File: src/design/ext_line_defines.svh
/*
  Offsets, field masks, reset values and widths for the external line
  pending-flag block.
  Assumes a 32-bit APB register bus with one aligned word per register.
*/
`ifndef EXT_LINE_DEFINES_SVH
`define EXT_LINE_DEFINES_SVH

// ----------------------------------------------------------------
// Register byte offsets
// ----------------------------------------------------------------
`define EXT_OFF_IMASK 12'h000
`define EXT_OFF_EMASK 12'h004
`define EXT_OFF_RTEN 12'h008
`define EXT_OFF_FTEN 12'h00C
`define EXT_OFF_SWTRIG 12'h010
`define EXT_OFF_PEND 12'h014

// ----------------------------------------------------------------
// Fields and reset values
// ----------------------------------------------------------------
// Implemented lines: bits 17..0, 19, 22..21
`define EXT_LINE_MASK 32'h006BFFFF
`define EXT_RESET_VAL 32'h00000000
`define EXT_ADDR_W 12

`endif

File: src/design/ext_line_pkg.sv
/*
  Types shared by the external line pending-flag block.
  Assumes ext_line_defines.svh is compiled alongside for the constants.
*/
package ext_line_pkg;

  // Edge pulses for all 32 line positions, one cycle each
  typedef struct packed {
    logic [31:0] rise;
    logic [31:0] fall;
  } line_events_t;

  // Register selected by the current APB address
  typedef enum logic [2:0] {
    SEL_IMASK,
    SEL_EMASK,
    SEL_RTEN,
    SEL_FTEN,
    SEL_SWTRIG,
    SEL_PEND,
    SEL_NONE
  } reg_sel_t;

endpackage

File: src/design/line_edge_detect.sv
/*
  Edge detector for the external interrupt lines.
  Assumes the lines are already synchronous to pclk and glitch free.
*/
`timescale 1ns/1ns
`include "ext_line_defines.svh"

module line_edge_detect (
  // Clock and reset
  input wire logic pclk,
  input wire logic presetn,
  // Lines and edge pulses
  input wire logic [31:0] lines,
  output ext_line_pkg::line_events_t ev
);

  logic [31:0] prev_r;
  logic armed_r;

  // The first cycle after reset only captures the lines, so a line that is
  // already high at reset release is not mistaken for a rising edge
  always_ff @(posedge pclk or negedge presetn) begin
    if (!presetn) begin
      prev_r <= `EXT_RESET_VAL;
      armed_r <= 1'b0;
    end else begin
      prev_r <= lines;
      armed_r <= 1'b1;
    end
  end

  // Pulses last exactly one cycle per edge; one driver for the whole struct
  wire [31:0] rise_w = lines & ~prev_r;
  wire [31:0] fall_w = ~lines & prev_r;
  assign ev = armed_r ? {rise_w, fall_w} : 64'h0000000000000000;

endmodule

File: src/design/ext_line_pending_flags.sv
/*
  Pending flags of the external line interrupt and event controller, with
  its edge enables, software trigger and masks, on an APB slave.
  Assumes synchronous, glitch-free external lines and an APB4 master.
*/
// Decided for this implementation: the APB slave port.
`timescale 1ns/1ns
`include "ext_line_defines.svh"

module ext_line_pending_flags (
  // Clock and reset
  input wire logic pclk,
  input wire logic presetn,
  // APB slave
  input wire logic psel,
  input wire logic penable,
  input wire logic pwrite,
  input wire logic [`EXT_ADDR_W-1:0] paddr,
  input wire logic [31:0] pwdata,
  input wire logic [3:0] pstrb,
  output logic [31:0] prdata,
  output logic pready,
  output logic pslverr,
  // External lines
  input wire logic [31:0] lines,
  // Interrupt and event requests
  output logic irq,
  output logic evt
);

  // ----------------------------------------------------------------
  // Storage
  // ----------------------------------------------------------------
  logic [31:0] imask_r, emask_r, rten_r, ften_r, swt_r, pend_r;
  logic [31:0] prdata_r;
  logic pready_r, pslverr_r, irq_r, evt_r;
  ext_line_pkg::line_events_t ev;
  ext_line_pkg::reg_sel_t sel;

  // Merge a write into a register by byte strobes, dropping reserved bits
  function automatic logic [31:0] merge(input logic [31:0] old, input logic [31:0] wd,
                                        input logic [3:0] strb);
    logic [31:0] bm;
    bm = {{8{strb[3]}}, {8{strb[2]}}, {8{strb[1]}}, {8{strb[0]}}};
    merge = ((old & ~bm) | (wd & bm)) & `EXT_LINE_MASK;
  endfunction

  line_edge_detect u_edges (
    .pclk(pclk),
    .presetn(presetn),
    .lines(lines),
    .ev(ev)
  );

  // ----------------------------------------------------------------
  // Address decode
  // ----------------------------------------------------------------
  always_comb begin
    if (paddr == `EXT_OFF_IMASK) begin
      sel = ext_line_pkg::SEL_IMASK;
    end else if (paddr == `EXT_OFF_EMASK) begin
      sel = ext_line_pkg::SEL_EMASK;
    end else if (paddr == `EXT_OFF_RTEN) begin
      sel = ext_line_pkg::SEL_RTEN;
    end else if (paddr == `EXT_OFF_FTEN) begin
      sel = ext_line_pkg::SEL_FTEN;
    end else if (paddr == `EXT_OFF_SWTRIG) begin
      sel = ext_line_pkg::SEL_SWTRIG;
    end else if (paddr == `EXT_OFF_PEND) begin
      sel = ext_line_pkg::SEL_PEND;
    end else begin
      sel = ext_line_pkg::SEL_NONE;
    end
  end

  // Setup phase samples read data; the write lands at the completing edge
  wire setup = psel && !penable;
  wire wr = psel && penable && pready_r && pwrite && !pslverr_r;
  wire wr_imask = wr && (sel == ext_line_pkg::SEL_IMASK);
  wire wr_emask = wr && (sel == ext_line_pkg::SEL_EMASK);
  wire wr_rten = wr && (sel == ext_line_pkg::SEL_RTEN);
  wire wr_ften = wr && (sel == ext_line_pkg::SEL_FTEN);
  wire wr_swt = wr && (sel == ext_line_pkg::SEL_SWTRIG);
  wire wr_pend = wr && (sel == ext_line_pkg::SEL_PEND);

  wire [31:0] rten_new = merge(rten_r, pwdata, pstrb);
  wire [31:0] ften_new = merge(ften_r, pwdata, pstrb);
  wire [31:0] swt_new = merge(swt_r, pwdata, pstrb);
  wire [31:0] wbytes = merge(32'h00000000, pwdata, pstrb);

  // ----------------------------------------------------------------
  // Pending flag next state
  // ----------------------------------------------------------------
  // Either enabled edge sets the flag, so both may be enabled at once
  wire [31:0] hw_set = ((ev.rise & rten_r) | (ev.fall & ften_r)) & `EXT_LINE_MASK;
  // Lines whose edge selection a write changes lose their flag
  wire [31:0] pol_clr = wr_rten ? (rten_r ^ rten_new) :
                        wr_ften ? (ften_r ^ ften_new) : 32'h00000000;
  // A trigger bit going from zero to one raises the flag
  wire [31:0] sw_set = wr_swt ? (swt_new & ~swt_r) : 32'h00000000;
  // Only ones in implemented positions clear; zeros and reserved bits do not
  wire [31:0] w1c = wr_pend ? wbytes : 32'h00000000;
  // Set beats write-one-clear; an edge seen during a polarity rewrite is
  // deliberately dropped, as the line's selection is in flux
  wire [31:0] pend_nxt = (pend_r & ~(w1c | pol_clr)) | (hw_set & ~pol_clr) | sw_set;
  // Trigger bits fall together with their flags
  wire [31:0] swt_nxt = (wr_swt ? swt_new : swt_r) & pend_nxt;
  wire irq_nxt = |(pend_nxt & imask_r);
  wire evt_nxt = |(pend_nxt & emask_r);

  // Read mux
  wire [31:0] rd_val = (sel == ext_line_pkg::SEL_IMASK) ? imask_r :
                       (sel == ext_line_pkg::SEL_EMASK) ? emask_r :
                       (sel == ext_line_pkg::SEL_RTEN) ? rten_r :
                       (sel == ext_line_pkg::SEL_FTEN) ? ften_r :
                       (sel == ext_line_pkg::SEL_SWTRIG) ? swt_r :
                       (sel == ext_line_pkg::SEL_PEND) ? pend_r : 32'h00000000;

  // ----------------------------------------------------------------
  // Bus response registers
  // ----------------------------------------------------------------
  // One wait-free access phase: pready rises for exactly the first access cycle
  always_ff @(posedge pclk or negedge presetn) begin
    if (!presetn) begin
      pready_r <= 1'b0;
      pslverr_r <= 1'b0;
      prdata_r <= `EXT_RESET_VAL;
    end else begin
      pready_r <= setup;
      pslverr_r <= setup && (sel == ext_line_pkg::SEL_NONE);
      if (setup) begin
        prdata_r <= pwrite ? 32'h00000000 : rd_val;
      end
    end
  end

  // Configuration registers
  always_ff @(posedge pclk or negedge presetn) begin
    if (!presetn) begin
      imask_r <= `EXT_RESET_VAL;
      emask_r <= `EXT_RESET_VAL;
      rten_r <= `EXT_RESET_VAL;
      ften_r <= `EXT_RESET_VAL;
    end else begin
      if (wr_imask) imask_r <= merge(imask_r, pwdata, pstrb);
      if (wr_emask) emask_r <= merge(emask_r, pwdata, pstrb);
      if (wr_rten) rten_r <= rten_new;
      if (wr_ften) ften_r <= ften_new;
    end
  end

  // Flags and request outputs
  always_ff @(posedge pclk or negedge presetn) begin
    if (!presetn) begin
      pend_r <= `EXT_RESET_VAL;
      swt_r <= `EXT_RESET_VAL;
      irq_r <= 1'b0;
      evt_r <= 1'b0;
    end else begin
      pend_r <= pend_nxt;
      swt_r <= swt_nxt;
      irq_r <= irq_nxt;
      evt_r <= evt_nxt;
    end
  end

  assign prdata = prdata_r;
  assign pready = pready_r;
  assign pslverr = pslverr_r;
  assign irq = irq_r;
  assign evt = evt_r;
endmodule

File: config.mk
export PLATFORM = sky130hd
export DESIGN_NAME = ext_line_pending_flags
export DESIGN_NICKNAME = d
export VERILOG_FILES = /design/src/design/ext_line_pkg.sv /design/src/design/line_edge_detect.sv /design/src/design/ext_line_pending_flags.sv
export VERILOG_INCLUDE_DIRS = /design/src /design/src/design
export SDC_FILE = /design/constraint.sdc
export NUM_CORES = 1
export LEC_CHECK = 0
export BUFFER_PORTS_ARGS = -buffer_cell sky130_fd_sc_hd__clkbuf_2
export CELL_PAD_IN_SITES_DETAIL_PLACEMENT = 0
export CELL_PAD_IN_SITES_GLOBAL_PLACEMENT = 1
export CORE_AREA = 2 2 147 149
export CTS_CLUSTER_SIZE = 14
export DETAILED_ROUTE_END_ITERATION = 8
export DIE_AREA = 0 0 149 151
export PLACE_DENSITY = 0.79
export SYNTH_ARGS = -nofsm -noshare
export SYNTH_HDL_FRONTEND = slang
export SYNTH_SLANG_ARGS = --single-unit
File: constraint.sdc
create_clock -name pclk -period 2.89 [get_ports pclk]
set_input_delay 0.1445 -clock pclk [delete_from_list [all_inputs] [get_ports pclk]]
set_output_delay 0.1445 -clock pclk [all_outputs]
set_load 0.01 [all_outputs]
==> results_dict.tcl <==
set metrics [dict create \
    highest_layer "met4" \
    wire_length_of_the_first_global_routing_pass_um 48300 \
    drt-met1-wl_um 13400 \
    floorplan.die_area_um2 22500 \
    grt_max_degree 69 \
    place_congestion 0.944 \
    crit_path_end_kind "flop" \
    power.combinational.fraction_pct 6.4 \
    slew_violations 0 \
    sequentialPowerShare_pct 46.1 \
    drt-initial-drc-count 772 \
    area_growth_pct 20.4 \
    synth.top_cells.by_area "sky130_fd_sc_hd__dfrtp_1 46%, sky130_fd_sc_hd__mux2_2 8.8%, sky130_fd_sc_hd__mux2i_1 5.2%, sky130_fd_sc_hd__nand2_1 3.8%, sky130_fd_sc_hd__o21ai_0 3.2%" \
    start_util_pct 45.7 \
    power.density_nw_per_um2 464 \
    detailed_place_hpwl_um 22600 \
    grt_usage_pct 28.8 \
    sum_of_routed_wire_length_over_all_layers_um 31400 \
    drc 0 \
    fillCellCount 1906 \
    cts_inserted_buffers 17 \
    boundaryPins 121 \
    final_util_pct 55.0 \
    drtPass1Iterations 5 \
    finalClockSkew_ps 9.15 \
    clock_path_buffers 2 \
    cell_internal_pwr_mw 4.07 \
    cts_setup_buffers 0 \
    placement_rows 53 \
    placement.setup.worst_slack_ps 148 \
    synth_cell_types 69 \
    worst-setup-path-type "reg2reg" \
    worstSetupStartpointType "flop" \
    diodes 0 \
    peakVddDrop_uv 361 \
    cts_max_level 4 \
    synth_enable_flop_cells 0 \
    first_global_vias 8229 \
    critical_path_required_time_ps 3190 \
    synthDominantAreaCellType "sky130_fd_sc_hd__dfrtp_1" \
    synthCells 936 \
    power.net_switching_mw 1.25 \
    setup_slack_ps 278 \
    synth_top_area_share_pct 45.5 \
    synthesis.area_per_instance_um2 10.2 \
    yosys_warnings 0 \
    timing.final.crit_share_pct 90.4 \
    fin_tns_setup_ps 0 \
    worst_slew_pin_slew_ps 664 \
    setup_repair_after_global_routing_missed_its_margin "false" \
    max_freq_mhz 383 \
    grt-ovfl-total 0 \
    clk_latency_ps 440 \
    drt-wirelength-per-cell_um 23.1 \
    synthesis.area_um2 9510 \
    worst_min_delay_path_category "in2reg" \
    finalWorstPathRequiredPeriod_ps 2610 \
    slew-limit-headroom_pct 55.7 \
    synth-seq-cells 173 \
    route.detailed.vias_per_inst 6.20 \
    asyncSetResetFlopFracSynth_pct 100 \
    multiInputGateArea_um2 4820 \
    place_inst 1305 \
    cts.reportedPaths.clkPinSlew_ps 70 \
    cts_tree "built" \
    tritoncts_num_sinks 173 \
    detailroute.via_count 8434 \
    ys_dominant_reg_cell "sky130_fd_sc_hd__dfrtp_1" \
    dr_wl_met3_um 2030 \
    swShare_pct 23.4 \
    leakagePower_nw 5.18 \
    seqCellArea_um2 4330 \
    synth.yosys.seq_area_share_pct 45.5 \
    met2RoutedLength_um 15000 \
    finalNetCount 1158 \
    critPathArrivalTime_ps 2920 \
    outcome "complete, no violations" \
    antenna_viol_nets_final 0 \
    y_dimension_of_the_die_um 151 \
    p_clk_share_pct 47.6 \
    timing.final.setup_violations 0 \
    timing_hold_violations_final 0 \
    die_w_um 149 \
    floorplan.core_area_um2 20800 \
    number_of_standard_cells_in_the_layout_taps_in_and_fillers_out 1360 \
    buffer_ports.inserted 86 \
    cts_root_buf "sky130_fd_sc_hd__clkbuf_16" \
    initial_antenna_violation_count 0 \
    drive_above_1_share_pct 25.2 \
    drv.max_cap_violation_count 0 \
    timing.critical_path.fanout_max 5 \
]
path summary, 6_finish.rpt:
check	end	depth (start not counted)	from	slack, ps
hold reg to reg	prdata[10]$_DFFE_PN0P_	2	prdata[10]$_DFFE_PN0P_	480
max in group asynchronous	pend_r[7]$_DFF_PN0_	3	presetn	1820
setup reg to reg	evt$_DFF_PN0_	9	pslverr$_DFF_PN0_	280
setup / recovery	evt$_DFF_PN0_	9	pslverr$_DFF_PN0_	280
hold / removal	flop	2	pwdata[3]	30
min in group asynchronous	prdata[3]$_DFFE_PN0P_	2	presetn	290
per-stage QoR:
step           instance area, µm²  total power [mW]  hold WS, ps
6_report                    11400              5.31         28.2
5_1_grt                     11400              5.45         18.2
4_1_cts                     11400              5.33         15.4
3_5_place_dp                10600              2.80          197
3_3_place_gp                10600              2.80          204
2_1_floorplan                9550              2.63         -151
cell usage in the layout, fill, tap and decap left out, types with 6 or more instances in the layout:
cell                              n
sky130_fd_sc_hd__a21boi_0         7
sky130_fd_sc_hd__a21oi_1         22
sky130_fd_sc_hd__a221o_1         21
sky130_fd_sc_hd__a221oi_1        23
sky130_fd_sc_hd__a22oi_1          9
sky130_fd_sc_hd__a32oi_1          7
sky130_fd_sc_hd__and2_1           8
sky130_fd_sc_hd__and3b_1          9
sky130_fd_sc_hd__buf_4           64
sky130_fd_sc_hd__clkbuf_16       17
sky130_fd_sc_hd__clkbuf_2        84
sky130_fd_sc_hd__conb_1          12
sky130_fd_sc_hd__dfrtp_1        173
sky130_fd_sc_hd__dlygate4sd3_1   24
sky130_fd_sc_hd__inv_1           24
sky130_fd_sc_hd__mux2_2          74
sky130_fd_sc_hd__mux2i_1         49
sky130_fd_sc_hd__nand2_1         95
sky130_fd_sc_hd__nand3_1         15
sky130_fd_sc_hd__nand3b_1        20
sky130_fd_sc_hd__nand4_1         21
sky130_fd_sc_hd__nand4b_1        18
sky130_fd_sc_hd__nor2_1          46
sky130_fd_sc_hd__nor2b_1         12
sky130_fd_sc_hd__nor3_1          10
sky130_fd_sc_hd__nor4_1          19
sky130_fd_sc_hd__o21ai_0         60
sky130_fd_sc_hd__o31ai_1          6
sky130_fd_sc_hd__or3_1            6
sky130_fd_sc_hd__or4_1            7
sky130_fd_sc_hd__xor2_1           7
cells by family (layout without fill, tap and decap cells):
family / after synthesis / after routing / share of synthesized area (%)
AOI/OAI and AO/OA: 215 / 215 / 16.4
xor gates and xnor gates: 12 / 12 / 1.11
buffers and inverters: 94 / 233 / 4.29
DFF: 173 / 173 / 45.5
muxes: 123 / 123 / 13.9
other: 2 / 12 / 0.0790
and+or+nand+nor: 317 / 317 / 18.7
worst max-delay path, stage by stage (launching register included):
cell	delay (ps)
sky130_fd_sc_hd__dfrtp_1	380
sky130_fd_sc_hd__and3b_2	320
sky130_fd_sc_hd__nand4_1	190
sky130_fd_sc_hd__buf_4	210
sky130_fd_sc_hd__nor4_1	290
sky130_fd_sc_hd__a21oi_1	100
sky130_fd_sc_hd__buf_4	160
sky130_fd_sc_hd__a221o_1	350
sky130_fd_sc_hd__nor4b_1	330
sky130_fd_sc_hd__nand4_1	130
power by group through the flow:
stage / Clock [mW] / Combinational, mW / Sequential, mW
2_1_floorplan: 0 / 0.136 / 2.49
3_3_place_gp: 0 / 0.308 / 2.49
3_5_place_dp: 0 / 0.310 / 2.49
4_1_cts: 2.55 / 0.337 / 2.45
5_1_grt: 2.64 / 0.368 / 2.45
6_report: 2.53 / 0.338 / 2.45
layer usage:
metal  up-vias  global-route usage (%)
met4         0                    10.9
met2       360                    46.5
met3        71                    5.03
met1      4217                    39.1
li1       3786                       -
met5         -                       0
synthesized netlist by cell type (4+ instances only):
cell                         n
sky130_fd_sc_hd__a32oi_1     7
sky130_fd_sc_hd__and3b_1    10
sky130_fd_sc_hd__a221oi_1   23
sky130_fd_sc_hd__clkbuf_1   41
sky130_fd_sc_hd__nor4_1     19
sky130_fd_sc_hd__nand3_1    15
sky130_fd_sc_hd__o32ai_1     5
sky130_fd_sc_hd__buf_2       5
sky130_fd_sc_hd__mux2i_1    49
sky130_fd_sc_hd__and3_1      5
sky130_fd_sc_hd__buf_1      12
sky130_fd_sc_hd__or4_1       7
sky130_fd_sc_hd__mux2_2     74
sky130_fd_sc_hd__nand4_1    21
sky130_fd_sc_hd__a31oi_1     4
sky130_fd_sc_hd__o21a_1      4
sky130_fd_sc_hd__nor2_1     46
sky130_fd_sc_hd__nor2b_1    12
sky130_fd_sc_hd__a21boi_0    7
sky130_fd_sc_hd__buf_4      11
sky130_fd_sc_hd__nand2_1    95
sky130_fd_sc_hd__and4b_1     5
sky130_fd_sc_hd__a21o_1      5
sky130_fd_sc_hd__nor3_1     10
sky130_fd_sc_hd__nand2b_1    5
sky130_fd_sc_hd__o31ai_1     6
sky130_fd_sc_hd__a211oi_1    5
sky130_fd_sc_hd__nand3b_1   20
sky130_fd_sc_hd__dfrtp_1   173
sky130_fd_sc_hd__a22oi_1     9
sky130_fd_sc_hd__o211ai_1    4
sky130_fd_sc_hd__nand4b_1   18
sky130_fd_sc_hd__xor2_1      7
sky130_fd_sc_hd__xnor2_1     5
sky130_fd_sc_hd__o21ai_0    60
sky130_fd_sc_hd__a222oi_1    4
sky130_fd_sc_hd__and2_1      8
sky130_fd_sc_hd__inv_1      24
sky130_fd_sc_hd__a221o_1    21
sky130_fd_sc_hd__or2_2       4
sky130_fd_sc_hd__nor3_2      4
sky130_fd_sc_hd__a21oi_1    22
sky130_fd_sc_hd__or3_1       6
what timing repair did:
| item | CTS | global route |
|---|---|---|
| gates resized for setup | 0 | 2 |
| hold buffers | 24 | 0 |
| endpoints found under the hold margin | 89 | 0 |
| endpoints found under the setup margin | 0 | 1 |
final cells by class:
type | count | area share (%)
Timing Repair Buffer | 178 | 10.8
Clock inverter | 9 | 1.38
Tap cell | 275 | 3.01
Clock buffer | 22 | 4.14
Sequential cell | 173 | 37.8
Multi-Input combinational cell | 679 | 42.1
Inverter | 24 | 0.787
(Power assumes the default switching activity.)
